===== src/design/fwp_pkg.sv =====
// Purpose: shared constants and types of the flash word program controller
// Assumes: 8-bit registers, one per aligned 32-bit Wishbone word
// Notes:   byte offsets below are decoded on wb_adr_i[7:2]
package fwp_pkg;

    // register byte offsets on the bus
    localparam logic [7:0] OFF_PTR_UPPER = 8'h00;
    localparam logic [7:0] OFF_PTR_HIGH  = 8'h04;
    localparam logic [7:0] OFF_PTR_LOW   = 8'h08;
    localparam logic [7:0] OFF_LATCH     = 8'h0C;
    localparam logic [7:0] OFF_INTCTL    = 8'h10;
    localparam logic [7:0] OFF_KEY       = 8'h14;
    localparam logic [7:0] OFF_CTL       = 8'h18;
    localparam logic [7:0] OFF_TBL_WRITE = 8'h1C;
    localparam logic [7:0] OFF_HOLD      = 8'h20;

    // flash_program_control field positions
    localparam int CTL_WORD_PROGRAM_SELECT_BIT = 5;
    localparam int CTL_ERASE_BIT = 4;
    localparam int CTL_ERR_BIT   = 3;
    localparam int CTL_FLASH_WRITE_PERMIT_BIT  = 2;
    localparam int CTL_START_BIT = 1;

    // table write op field: request post-increment of the pointer
    localparam int TABLE_WRITE_OP_POSTINC_BIT = 0;

    // unlock key values, in the order they must arrive
    localparam logic [7:0] KEY_FIRST  = 8'h55;
    localparam logic [7:0] KEY_SECOND = 8'hAA;

    // pointer geometry
    localparam int PTR_W   = 22;
    localparam int UPPER_W = 6;

    // reset values
    localparam logic [7:0]  BYTE_RESET = 8'h00;
    localparam logic [31:0] WORD_ZERO  = 32'h0000_0000;

    // clock period, used to turn times into cycle counts
    localparam int CLK_PERIOD_NS = 10;

    // progress through the two-value unlock sequence
    typedef enum logic [1:0] {
        KEY_IDLE,
        KEY_GOT_FIRST,
        KEY_ARMED
    } fwp_key_type;

    // command to the flash array
    typedef struct packed {
        logic               prog;
        logic [PTR_W-1:0]   addr;
        logic [15:0]        data;
    } fwp_flash_cmd_type;

endpackage : fwp_pkg


===== src/design/fwp_word_program.sv =====
// Purpose: single-word self-programming controller for on-chip program flash
// Assumes: core reaches the registers over classic Wishbone, 8-bit data in low lane
// Notes:   the core is held by core_stall_o for the whole program cycle
//
// What this block does
// - one program cycle writes exactly one word
// - start after correct unlock begins cycle
// - core stalled for whole program cycle
// - reset-aborted cycle sets program abort flag
// - unlock key register has no storage
// - control register bit layout, unused bits zero
// - pointer in three bytes, separate data latch
// - holding registers persist after program cycle
// - internal timer ends the cycle itself
//
// The address map and the Wishbone register port were decided locally.
`timescale 1ns/100ps
module fwp_word_program #(
    parameter int PROG_TIME_NS = 1000,
    parameter int TIMER_W      = 16
) (
    // clock and reset
    input  wire logic                       clk_i,
    input  wire logic                       rst_i,
    // wishbone slave
    input  wire logic                       wb_cyc_i,
    input  wire logic                       wb_stb_i,
    input  wire logic                       wb_we_i,
    input  wire logic [7:0]                 wb_adr_i,
    input  wire logic [3:0]                 wb_sel_i,
    input  wire logic [31:0]                wb_dat_i,
    output logic      [31:0]                wb_dat_o,
    output logic                            wb_ack_o,
    // reset sources that may cut a cycle short, asynchronous pins
    input  wire logic                       external_master_reset_i,
    input  wire logic                       watchdog_reset_i,
    // core and flash array
    output logic                            core_stall_o,
    output fwp_pkg::fwp_flash_cmd_type      flash_cmd_o
);

    // program time in cycles, rounded up, at least one
    localparam int PROG_CYCLES_RAW =
        (PROG_TIME_NS + fwp_pkg::CLK_PERIOD_NS - 1) / fwp_pkg::CLK_PERIOD_NS;
    localparam int PROG_CYCLES = (PROG_CYCLES_RAW < 1) ? 1 : PROG_CYCLES_RAW;

    // pointer step of one byte, built at full pointer width
    localparam logic [fwp_pkg::PTR_W-1:0] PTR_ONE = {{(fwp_pkg::PTR_W-1){1'b0}}, 1'b1};

    typedef struct packed {
        logic                         ack;
        logic [31:0]                  rdat;
        logic [fwp_pkg::UPPER_W-1:0]  ptr_u;
        logic [7:0]                   ptr_h;
        logic [7:0]                   ptr_l;
        logic [7:0]                   latch;
        logic [7:0]                   intctl;
        logic                         word_program_select;
        logic                         erase_select;
        logic                         program_abort_flag;
        logic                         flash_write_permit;
        logic                         start;
        fwp_pkg::fwp_key_type         key;
        logic [7:0]                   hold_lo;
        logic [7:0]                   hold_hi;
        logic                         busy;
        logic                         launch;
        logic                         abort;
        logic [1:0]                   mr_sync;
        logic [1:0]                   wd_sync;
        fwp_pkg::fwp_flash_cmd_type   cmd;
    } fwp_state_type;

    fwp_state_type st_reg;
    fwp_state_type st_next;
    logic          timer_done;

    // true when the pending request addresses the given register
    function automatic logic hit(input logic [7:0] adr, input logic [7:0] off);
        hit = (adr[7:2] == off[7:2]);
    endfunction : hit

    // control register image as seen by a read
    function automatic logic [7:0] ctl_image(input fwp_state_type s);
        logic [7:0] v;
        v                         = fwp_pkg::BYTE_RESET;
        v[fwp_pkg::CTL_WORD_PROGRAM_SELECT_BIT] = s.word_program_select;
        v[fwp_pkg::CTL_ERASE_BIT] = s.erase_select;
        v[fwp_pkg::CTL_ERR_BIT]   = s.program_abort_flag;
        v[fwp_pkg::CTL_FLASH_WRITE_PERMIT_BIT]  = s.flash_write_permit;
        v[fwp_pkg::CTL_START_BIT] = s.start;
        ctl_image                 = v;
    endfunction : ctl_image

    // internal programming timer, runs from the launch pulse
    fwp_prog_timer #(
        .CNT_W  (TIMER_W),
        .CYCLES (PROG_CYCLES)
    ) u_timer (
        .clk_i   (clk_i),
        .rst_i   (rst_i),
        .start_i (st_reg.launch),
        .abort_i (st_reg.abort),
        .done_o  (timer_done)
    );

    // next-state logic: bus slave, unlock sequencer, program cycle
    always_comb begin
        logic                        req;
        logic                        wr;
        logic [7:0]                  wbyte;
        logic [fwp_pkg::PTR_W-1:0]   ptr;
        logic [fwp_pkg::PTR_W-1:0]   ptr_inc;
        logic                        abort_evt;
        logic                        err_clear;

        req       = 1'b0;
        wr        = 1'b0;
        wbyte     = fwp_pkg::BYTE_RESET;
        ptr       = '0;
        ptr_inc   = '0;
        abort_evt = 1'b0;
        err_clear = 1'b0;
        st_next   = st_reg;

        st_next.launch = 1'b0;
        st_next.abort  = 1'b0;

        // two-stage synchronisers for the reset sources
        st_next.mr_sync = {st_reg.mr_sync[0], external_master_reset_i};
        st_next.wd_sync = {st_reg.wd_sync[0], watchdog_reset_i};

        // one access per request; ack drops the cycle after it rose
        req        = wb_cyc_i && wb_stb_i && !st_reg.ack;
        wr         = req && wb_we_i && wb_sel_i[0];
        wbyte      = wb_dat_i[7:0];
        st_next.ack = req;

        ptr     = {st_reg.ptr_u, st_reg.ptr_h, st_reg.ptr_l};
        ptr_inc = ptr + PTR_ONE;

        // read data, registered with ack; unmapped reads give zero
        if (req) begin
            st_next.rdat = fwp_pkg::WORD_ZERO;
            if (hit(wb_adr_i, fwp_pkg::OFF_PTR_UPPER)) begin
                st_next.rdat[fwp_pkg::UPPER_W-1:0] = st_reg.ptr_u;
            end else if (hit(wb_adr_i, fwp_pkg::OFF_PTR_HIGH)) begin
                st_next.rdat[7:0] = st_reg.ptr_h;
            end else if (hit(wb_adr_i, fwp_pkg::OFF_PTR_LOW)) begin
                st_next.rdat[7:0] = st_reg.ptr_l;
            end else if (hit(wb_adr_i, fwp_pkg::OFF_LATCH)) begin
                st_next.rdat[7:0] = st_reg.latch;
            end else if (hit(wb_adr_i, fwp_pkg::OFF_INTCTL)) begin
                st_next.rdat[7:0] = st_reg.intctl;
            end else if (hit(wb_adr_i, fwp_pkg::OFF_CTL)) begin
                st_next.rdat[7:0] = ctl_image(st_reg);
            end else if (hit(wb_adr_i, fwp_pkg::OFF_HOLD)) begin
                st_next.rdat[15:0] = {st_reg.hold_hi, st_reg.hold_lo};
            end else begin
                st_next.rdat = fwp_pkg::WORD_ZERO;                     // key reads zero
            end
        end

        // register writes; pointer and holding data frozen while busy
        if (wr && !st_reg.busy) begin
            if (hit(wb_adr_i, fwp_pkg::OFF_PTR_UPPER)) begin
                st_next.ptr_u = wbyte[fwp_pkg::UPPER_W-1:0];
            end
            if (hit(wb_adr_i, fwp_pkg::OFF_PTR_HIGH)) begin
                st_next.ptr_h = wbyte;
            end
            if (hit(wb_adr_i, fwp_pkg::OFF_PTR_LOW)) begin
                st_next.ptr_l = wbyte;
            end
            if (hit(wb_adr_i, fwp_pkg::OFF_LATCH)) begin
                st_next.latch = wbyte;
            end
            if (hit(wb_adr_i, fwp_pkg::OFF_INTCTL)) begin
                st_next.intctl = wbyte;
            end
            // table write op: latch byte into the holding byte picked by bit 0
            if (hit(wb_adr_i, fwp_pkg::OFF_TBL_WRITE)) begin
                if (ptr[0]) begin
                    st_next.hold_hi = st_reg.latch;
                end else begin
                    st_next.hold_lo = st_reg.latch;
                end
                if (wbyte[fwp_pkg::TABLE_WRITE_OP_POSTINC_BIT]) begin
                    st_next.ptr_u = ptr_inc[fwp_pkg::PTR_W-1:16];
                    st_next.ptr_h = ptr_inc[15:8];
                    st_next.ptr_l = ptr_inc[7:0];
                end
            end
        end

        // unlock key: nothing stored, only the sequence advances
        if (wr && hit(wb_adr_i, fwp_pkg::OFF_KEY)) begin
            if (wbyte == fwp_pkg::KEY_FIRST) begin
                st_next.key = fwp_pkg::KEY_GOT_FIRST;
            end else if (wbyte == fwp_pkg::KEY_SECOND &&
                         st_reg.key == fwp_pkg::KEY_GOT_FIRST) begin
                st_next.key = fwp_pkg::KEY_ARMED;
            end else begin
                st_next.key = fwp_pkg::KEY_IDLE;
            end
        end else if (wr) begin
            // any other register write breaks the sequence
            st_next.key = fwp_pkg::KEY_IDLE;
        end

        // control register write
        if (wr && hit(wb_adr_i, fwp_pkg::OFF_CTL)) begin
            st_next.word_program_select = wbyte[fwp_pkg::CTL_WORD_PROGRAM_SELECT_BIT];
            st_next.erase_select        = wbyte[fwp_pkg::CTL_ERASE_BIT];
            st_next.flash_write_permit  = wbyte[fwp_pkg::CTL_FLASH_WRITE_PERMIT_BIT];
            err_clear = !wbyte[fwp_pkg::CTL_ERR_BIT];
            // start only from an armed key, with permit and word mode already set
            if (wbyte[fwp_pkg::CTL_START_BIT] && !st_reg.busy &&
                st_reg.key == fwp_pkg::KEY_ARMED &&
                st_reg.flash_write_permit &&
                st_reg.word_program_select) begin
                st_next.start    = 1'b1;
                st_next.busy     = 1'b1;
                st_next.launch   = 1'b1;
                st_next.cmd.prog = 1'b1;
                st_next.cmd.addr = {ptr[fwp_pkg::PTR_W-1:1], 1'b0};
                st_next.cmd.data = {st_reg.hold_hi, st_reg.hold_lo};
            end
        end

        // abort by external master reset or watchdog during a cycle
        abort_evt = st_reg.busy && (st_reg.mr_sync[1] || st_reg.wd_sync[1]);

        // timer expiry or abort ends the cycle; holding bytes kept
        if (abort_evt) begin
            st_next.abort    = 1'b1;
            st_next.busy     = 1'b0;
            st_next.start    = 1'b0;
            st_next.cmd.prog = 1'b0;
        end else if (timer_done && st_reg.busy) begin
            st_next.busy     = 1'b0;
            st_next.start    = 1'b0;
            st_next.cmd.prog = 1'b0;
        end

        // abort flag: a set in the same cycle beats a software clear
        if (abort_evt) begin
            st_next.program_abort_flag = 1'b1;
        end else if (err_clear) begin
            st_next.program_abort_flag = 1'b0;
        end
    end

    // state register
    always_ff @(posedge clk_i) begin
        if (rst_i) begin
            st_reg <= '0;
        end else begin
            st_reg <= st_next;
        end
    end

    // outputs straight from the state register
    assign wb_ack_o     = st_reg.ack;
    assign wb_dat_o     = st_reg.rdat;
    assign core_stall_o = st_reg.busy;
    assign flash_cmd_o  = st_reg.cmd;

endmodule : fwp_word_program


===== src/design/fwp_prog_timer.sv =====
// Purpose: internal programming timer that times one program cycle
// Assumes: start_i and abort_i are one-cycle pulses on clk_i
// Notes:   done_o pulses once when the count expires, never after an abort
`timescale 1ns/100ps
module fwp_prog_timer #(
    parameter int CNT_W  = 16,
    parameter int CYCLES = 100
) (
    // clock and reset
    input  wire logic clk_i,
    input  wire logic rst_i,
    // control
    input  wire logic start_i,
    input  wire logic abort_i,
    // status
    output logic      done_o
);

    typedef struct packed {
        logic [CNT_W-1:0] cnt;
        logic             done;
    } fwp_timer_state_type;

    localparam logic [CNT_W-1:0] LOAD_VAL = CNT_W'(CYCLES);
    localparam logic [CNT_W-1:0] ONE      = CNT_W'(1);

    fwp_timer_state_type st_reg;
    fwp_timer_state_type st_next;

    // count down from the load value; abort wins over everything
    always_comb begin
        st_next      = st_reg;
        st_next.done = 1'b0;
        if (abort_i) begin
            st_next.cnt = '0;
        end else if (start_i) begin
            st_next.cnt = LOAD_VAL;
        end else if (st_reg.cnt != '0) begin
            st_next.cnt  = st_reg.cnt - ONE;
            st_next.done = (st_reg.cnt == ONE);
        end
    end

    // state register
    always_ff @(posedge clk_i) begin
        if (rst_i) begin
            st_reg <= '0;
        end else begin
            st_reg <= st_next;
        end
    end

    assign done_o = st_reg.done;

endmodule : fwp_prog_timer


===== config.mk =====
export PLATFORM = sky130hd
export DESIGN_NAME = fwp_word_program
export DESIGN_NICKNAME = d
export VERILOG_FILES = /design/src/design/fwp_pkg.sv /design/src/design/fwp_word_program.sv /design/src/design/fwp_prog_timer.sv
export SDC_FILE = /design/constraint.sdc
export NUM_CORES = 1
export LEC_CHECK = 0
export ABC_AREA = 0
export BUFFER_PORTS_ARGS = -buffer_cell sky130_fd_sc_hd__buf_2
export CAP_MARGIN = 20
export CORE_ASPECT_RATIO = 1.5
export CORE_UTILIZATION = 51
export DETAILED_ROUTE_END_ITERATION = 8
export GPL_TIMING_DRIVEN = 0
export PLACE_DENSITY_LB_ADDON = 0.05
export RECOVER_POWER = 25
export SLEW_MARGIN = 5
export SYNTH_ARGS = -nofsm -noshare
export SYNTH_HDL_FRONTEND = slang
export SYNTH_SLANG_ARGS = --single-unit

===== constraint.sdc =====
create_clock -name clk_i -period 2.4 [get_ports clk_i]
set_clock_uncertainty 0.15 [all_clocks]
set_input_delay 0.24 -clock clk_i [delete_from_list [all_inputs] [get_ports clk_i]]
set_output_delay 0.24 -clock clk_i [all_outputs]
set_load 0.02 [all_outputs]

Word-level counts from Yosys, hierarchy flattened --
Cells that the tools add are included.
Storage, ports and cells: bits in registers 154, latch bits 0, RAM bits 0, ROM bits 0, input bits 51, output and inout port bits 73, logic and storage cells 104, memories kept 0
Operators by class: add/sub/neg operators 2, $mul 0, div/mod/pow operators 0, order comparisons 0, equality and inequality tests 13, shifts and indexed selects 0, muxes and demuxes 29, bitwise gates (word level) 3, reductions and logical operators 33
Operators with widths (count):
- $mux 8 | 13
- $mux 22 | 2
- $mux 26 | 1
- $eq 6x3->1 const B | 4
- $add 22x1->22 const B | 1
- $eq 16x1->1 const B | 1
- $mux 16 | 1
- $reduce_bool 16->1 | 1
- $sub 16x1->16 const B | 1
- $logic_and 1x1->1 | 14
- $eq 6x2->1 const B | 2
- $mux 6 | 2
- $eq 8x7->1 const B | 1
- $eq 8x8->1 const B | 1
- $mux 2 | 4
- $mux 7 | 1
- $eq 6x1->1 const B | 1
- $eq 6x4->1 const B | 1
- $logic_not 6->1 | 1
- $reduce_and 2->1 | 3
- $reduce_and 3->1 | 2
- $reduce_bool 2->1 | 3
- $reduce_or 3->1 | 2
- $mux 1 | 5
- 7 further kinds | 12

Depth between registers and ports, before layout --
Gate-level depths: netlist (run 1).
depth after elaboration 8, depth in mapped cells 9, gate-level depth less buffers 7

Hierarchy --
Synthesis (run 1) repeated with hierarchy kept, for this count alone.
Second synthesis, totals: cells, all modules 842, area total of the unflattened synthesis 6897.9 sq um
Modules (own cells, without submodules):
- fwp_word_program | times used 1, cells an instance 740, area an instance 6018.3 sq um, seq. area each 2422.3 sq um
- fwp_prog_timer | times used 1, cells an instance 102, area an instance 879.6 sq um, seq. area each 340.3 sq um

Worst setup path after synthesis (run 1) --
OpenSTA, ideal clock, no wires.
path type flip-flop to flip-flop, start point register st_reg, in the netlist wb_ack_o, end point register st_reg[54] (netlist name), library setup time 0.128 ns, arrival time 2.037 ns, required time 2.122 ns, setup slack 0.085 ns, stages on the path, launching flop included 7, buffers on the path 1, period minus slack after synthesis 2.315 ns, path through dfxtp_1 -> nand3b_1 -> or2_2 -> clkbuf_1 -> nor3_2 -> mux2i_1 -> nor2_1
On the way: cells in the longest elaborated chain, start to end 6
RTL lines:
- start, declared | line fwp_word_program.sv:74 | fwp_state_type st_reg;
- start signal, assigned | line fwp_word_program.sv:259 | st_reg <= st_next;
- $logic_not 1->1 | line fwp_word_program.sv:134 | req = wb_cyc_i && wb_stb_i && !st_reg.ack;
- $logic_and 1x1->1 | line fwp_word_program.sv:134
- $logic_and 1x1->1 (2 in series) | line fwp_word_program.sv:135 | wr = req && wb_we_i && wb_sel_i[0];
- $logic_and 1x1->1 | line fwp_word_program.sv:165 | if (wr && !st_reg.busy) begin
- $reduce_and 3->1 (no source line)
No other way between the ends. A chain may end at the register's enable or synchronous reset.

==> reports/results.ini, run 1 <==
[outcome]
outcome = finished, final reports clean

[clocking]
clkLatencyLatePin_ns = 0.42
cts_num_sinks = 138
cts_made_buffers = 17
h-tree-depth = 4
clk_path_buf_depth = 2
cts_root_buf = clkbuf_16
cts_tree = done
path_clk_slew_ns = 0.07

[setup_path]
cpLargestDelayFamily = buffers and inverters
criticalPathCategory = register to register
arrival_ns = 2.47
cp-end-kind = register
crit_path_cell_trace = nand3b_1 -> nor2_2 -> nand3_1 -> clkbuf_1 -> mux2i_1 -> nor2_1
startpoint_type = register
critPathSlowestCell = clkbuf_1
crit_required_ns = 2.54
crit_buf_inv = 1
crit_path_max_fanout = 9
cp_slowest_stage_delay_ns = 0.60

[placed_design]
dp_hpwl_um = 16400
gp_congestion = 0.969
io_buffers = 71

[global_routing]
overflow = 0
antenna_found_initial = 0
grt_max_degree = 17
grt_pass1_vias = 6155
grt_pass1_wl_um = 33500
track_usage = 0.330

[synthesis]
syn_inst = 832
synth_top_cell_area_share = 0.405
synth_fa_ha_area_frac = 0.00550
synth_top_family_by_area = simple AND/OR/NAND/NOR gates
async_flop_share = 0
synthDistinctLibCells = 60
synthMuxAreaShare = 0.0651
yosysSeqAreaShare = 0.405
synth_area_leaders = dfxtp_1, buf_4, nand2_1
synth-simple-area-share = 0.229
synth-compound-area-share = 0.159
synth_ff_type = dfxtp_1
synth_edf_count = 0
ys_ff_latch = 138
syn_area_mm2 = 0.00682
synth_xor_area_frac = 0.0154
avgSynthCellArea_um2 = 8.20
yosys.area.top_type = dfxtp_1
yosys_warnings = 0

[run]
drv_cap = 0

[drt]
dr.pass1.iters = 5
postRouteAntennaNets = 0
wire_per_inst_um = 19.8
drc = 0
drtIter0Drc = 507
routed-via-count = 6505
wirelength_um = 22100
vias_per_cell = 5.82

[timing]
fmax_mhz = 430
drv_slew = 0
tightest_slew_ns = 0.970
rsz0062_at_grt = no
fin_crit_sh = 0.970
whs_ns = 0.0647
finalSetupViolCount = 0
finalCriticalPeriod_ns = 2.33
relSlewSlack = 0.344
finalHoldViolCount = 0

[pwr]
finalPower_mw = 6.36
p_per_area_mw_per_mm2 = 782
p_leak_nw = 3.08
peakVddDrop_mv = 0.503

[layout]
finalNetCount = 1000
drive_gt1_frac = 0.184
num_antenna_cells = 0
largest_register_ffs = 64
syn_to_final_growth_pct = 19.2

[die]
fp.dieArea_mm2 = 0.0138
chipWidth_um = 96.4
die_y_um = 144
start_util = 0.524
fp.coreArea_mm2 = 0.0130
fp-row-count = 51
pin_count = 124

[min_path]
hp-class = primary input to register

repair_timing:
item / in CTS / in global routing
pin swaps: 4 / 2
setup buffers: 4 / 2
hold buffers: 2 / 0
resized for setup: 12 / 5
setup endpoints to repair: 68 / 43
gates cloned: 0 / 0
endpoints found under the hold margin: 2 / 0
logic make-up after synthesis:
| family | count (synthesis) |
|---|---|
| and+or+nand+nor | 323 |
| AOI/OAI and AO/OA | 177 |
| DFF | 138 |
| buffers and inverters | 134 |
| muxes | 44 |
| xor gates and xnor gates | 12 |
| adders and majority gates | 3 |
| other | 1 |
cell type report:
class                           instances  area [µm²]
Tap cell                              159         199
Buffer                                125         793
Inverter                                8        30.0
Clock buffer                           18         439
Clock inverter                         14         155
Multi-Input combinational cell        576        3360
Fill cell                            1239        4890
Sequential cell                       138        2760
Timing Repair Buffer                   80         389
worst min-delay path, delay by kind of cell:
kind                   cells  cell delay (ns)
multiplexers               1             0.10
buffers and inverters      1             0.18
AND/OR/NAND/NOR            1             0.07
placed cells by master (no fill, tap or decap), drive strengths merged, types with 4 or more instances in the layout:
cell type	netlist	final
and2	5	5
a22oi	18	18
or2	5	5
nor4b	7	7
mux2i	41	41
nor4	11	11
xor2	7	7
conb	1	17
or3	5	5
a21oi	73	73
nand4	11	11
clkbuf	35	95
nand2b	4	4
clkinv	0	6
nand3	20	20
nor2b	10	10
o21ai	34	34
and3	4	4
inv	8	14
nor3	23	23
nor2	88	88
a221oi	4	4
o211ai	6	6
o22ai	7	7
a211oi	8	8
xnor2	5	5
nand2	113	113
buf	91	125
o32ai	4	4
dfxtp	138	138
path summary, 6_finish.rpt:
kind,from,end,slack (ns),depth (start not counted)
min reg2reg,st_next[40],st_reg[40],0.29,1
max reg2reg,flash_cmd_o[38],st_reg[48],0.07,6
max,flash_cmd_o[38],st_reg[48],0.07,6
min,wb_dat_i[6],st_reg[83],0.06,3
through the flow:
step / std cells / area, µm² / TNS [ns] / utilization / setup slack [ns]
finish: 1118 / 8130 / 0 / 0.624 / 0.0719
global placement: 1078 / 7430 / -39.98 / 0.571 / -0.673
CTS: 1117 / 8160 / 0 / 0.627 / 0.0171
global route: 1118 / 8130 / 0 / 0.624 / 0.00455
detailed placement: 1079 / 7440 / -29.45 / 0.572 / -0.567
floorplan: 848 / 6880 / 0 / - / 0.0852
metal layers:
metal	vias to the layer above	global-route usage	routed length, µm
met3	74	0.0540	1250
met1	3062	0.365	8260
li1	3069	-	-
met2	300	0.585	11300
met4	0	0.184	1270
met5	-	0	0
power by group:
part           internal (mW)  leakage [nW]  switching (mW)
clock                   1.50         0.289            1.14
combinational          0.484          1.68           0.682
sequential              2.41          1.12           0.142
total                   4.40          3.08            1.96
cells in the mapped netlist, drive strengths merged (18+ instances only):
| cell type | number |
|---|---|
| a21oi | 73 |
| nand3 | 20 |
| clkbuf | 35 |
| buf | 91 |
| dfxtp | 138 |
| nor2 | 88 |
| nand2 | 113 |
| mux2i | 41 |
| o21ai | 34 |
| nor3 | 23 |
| a22oi | 18 |
Power figures use the tool's default switching activity.
==> inputs of run 2 (changes only) <==
Settings changed: CORE_UTILIZATION 51 to 56, CTS_CLUSTER_SIZE from default to 8.
Clock period 2.4 ns to 2.3 ns, I/O delays scaled along.
==> reports/results.ini, run 2 (synthesis results as in run 1) <==
[layout]
syn_to_final_growth_pct = 19.6
final_common_cell = dfxtp_1
drive_gt1_frac = 0.193
stdcell_area_mm2 = 0.00816
most-common-layout-cells = dfxtp_1, nand2_1, nor2_1, buf_4, clkbuf_1
largest_register_ffs = 64
n_fill_cell = 1047
finalNetCount = 1000
num_antenna_cells = 0

[die]
die_y_um = 137
pin_count = 124
fp.coreArea_mm2 = 0.0120
fp.dieArea_mm2 = 0.0126
chipWidth_um = 92.1
start_util = 0.570
fp-row-count = 49

[global_routing]
grt_pass1_vias = 6121
grt_max_degree = 17
overflow = 0
track_usage = 0.348
grt_pass1_wl_um = 33000
antenna_found_initial = 0

[setup_path]
r2r_end = st_reg[57]
cpLargestDelayFamily = simple AND/OR/NAND/NOR gates
arrival_ns = 2.36
criticalPathCategory = primary input to register
crit_path_max_fanout = 8
critPathSlowestCell = nor4b_1
cp_slowest_stage_delay_ns = 0.91
r2r_slack_ns = 0.08
startpoint_type = primary input
cp-end-kind = register
rr_startpoint = flash_cmd_o[38]
crit_buf_inv = 2
crit_required_ns = 2.43
rr_worst_depth = 7
crit_path_cell_trace = buf_2 -> nor4b_1 -> nand3_1 -> nor3_4 -> buf_12 -> mux2i_1 -> nor2_1

[placed_design]
placed_area_mm2 = 0.00743
gp_congestion = 0.991
io_buffers = 71
dp_hpwl_um = 15900

[drt]
vias_per_cell = 5.88
dr.pass1.iters = 6
postRouteAntennaNets = 0
routed-via-count = 6543
drtIter0Drc = 620
wire_per_inst_um = 19.6
drc = 0
wirelength_um = 21800

[pwr]
p_per_area_mw_per_mm2 = 816
finalPower_mw = 6.66
p_leak_nw = 3.10
peakVddDrop_mv = 0.558

[clocking]
clkLatencyLatePin_ns = 0.42
h-tree-depth = 4
cts_root_buf = clkbuf_16
path_clk_slew_ns = 0.07
cts_num_sinks = 138
cts_made_buffers = 17
cts_tree = done
clk_path_buf_depth = 2

[timing]
finalHoldViolCount = 0
fmax_mhz = 449
relSlewSlack = 0.293
whs_ns = 0.0647
finalSetupViolCount = 0
finalCriticalPeriod_ns = 2.23
rsz0062_at_grt = no
fin_crit_sh = 0.968
tightest_slew_ns = 1.05
drv_slew = 0

[min_path]
min_from = wb_dat_i[6]
whs_endpoint = st_reg[83]
hp-class = primary input to register
min_path_cells = 3

[run]
drv_cap = 0

[outcome]
outcome = finished, final reports clean

-- run 2: changes by cell type in the layout (fill, tap and decap cells not counted), moves of 2 or more --
cell | previous run | this run
buf_2 | 37 | 34
buf_4 | 77 | 80
clkbuf_1 | 75 | 73
clkbuf_4 | 1 | 3
clkinv_4 | 5 | 3
dfxtp_1 | 137 | 135
dfxtp_2 | 1 | 3
inv_8 | 2 | 5
-- run 2: power by group --
group          leakage, nW  switching, mW  internal [mW]  total (mW)
Sequential            1.12          0.155           2.52        2.67
Combinational         1.69          0.715          0.519        1.23
Clock                0.291           1.18           1.57        2.75
-- run 2: worst max path at each step --
stage,from,end,cells after the start
after detailed placement,wb_adr_i[7],st_reg[99],6
after global placement,wb_adr_i[7],flash_cmd_o[8],9
after global routing,wb_adr_i[7],st_reg[57],7
after CTS,st_reg[86],st_reg[99],7
final,wb_adr_i[7],st_reg[57],7
after floorplan,wb_adr_i[7],flash_cmd_o[8],8
-- run 2: area by class of cell --
| cell class | instances | area, µm² | area share |
|---|---|---|---|
| Sequential cell | 138 | 2770 | 0.339 |
| Inverter | 8 | 30.0 | 0.00368 |
| Clock buffer | 18 | 439 | 0.0538 |
| Tap cell | 153 | 191 | 0.0235 |
| Timing Repair Buffer | 82 | 400 | 0.0491 |
| Buffer | 123 | 792 | 0.0971 |
| Multi-Input combinational cell | 576 | 3390 | 0.415 |
| Clock inverter | 14 | 151 | 0.0186 |
-- run 2: worst min-delay path, cell delays in order --
cell,delay (ns)
buf_2,0.19
mux2i_1,0.10
nor2_1,0.07
-- run 2: through the flow --
step,TNS (ns),utilization,cells,worst slack [ns]
CTS,0,0.682,1110,0.00332
global route,0,0.682,1112,0.0139
detailed placement,-46.20,0.622,1072,-0.670
global placement,-40.85,0.622,1072,-0.617
floorplan,0,-,848,0.0474
finish,0,0.682,1112,0.0736
-- run 2: timing repair --
item / CTS / global route
hold buffers: 2 / 0
endpoints found under the hold margin: 2 / 0
pin swaps: 3 / 2
endpoints found under the setup margin: 115 / 70
buffers inserted: 5 / 4
gates resized for setup: 12 / 16
-- run 2: layer usage --
metal / share of wire / GRT usage
met4: 0.060 / 0.201
met3: 0.055 / 0.0522
met1: 0.37 / 0.375
met2: 0.52 / 0.643
met5: 0 / 0
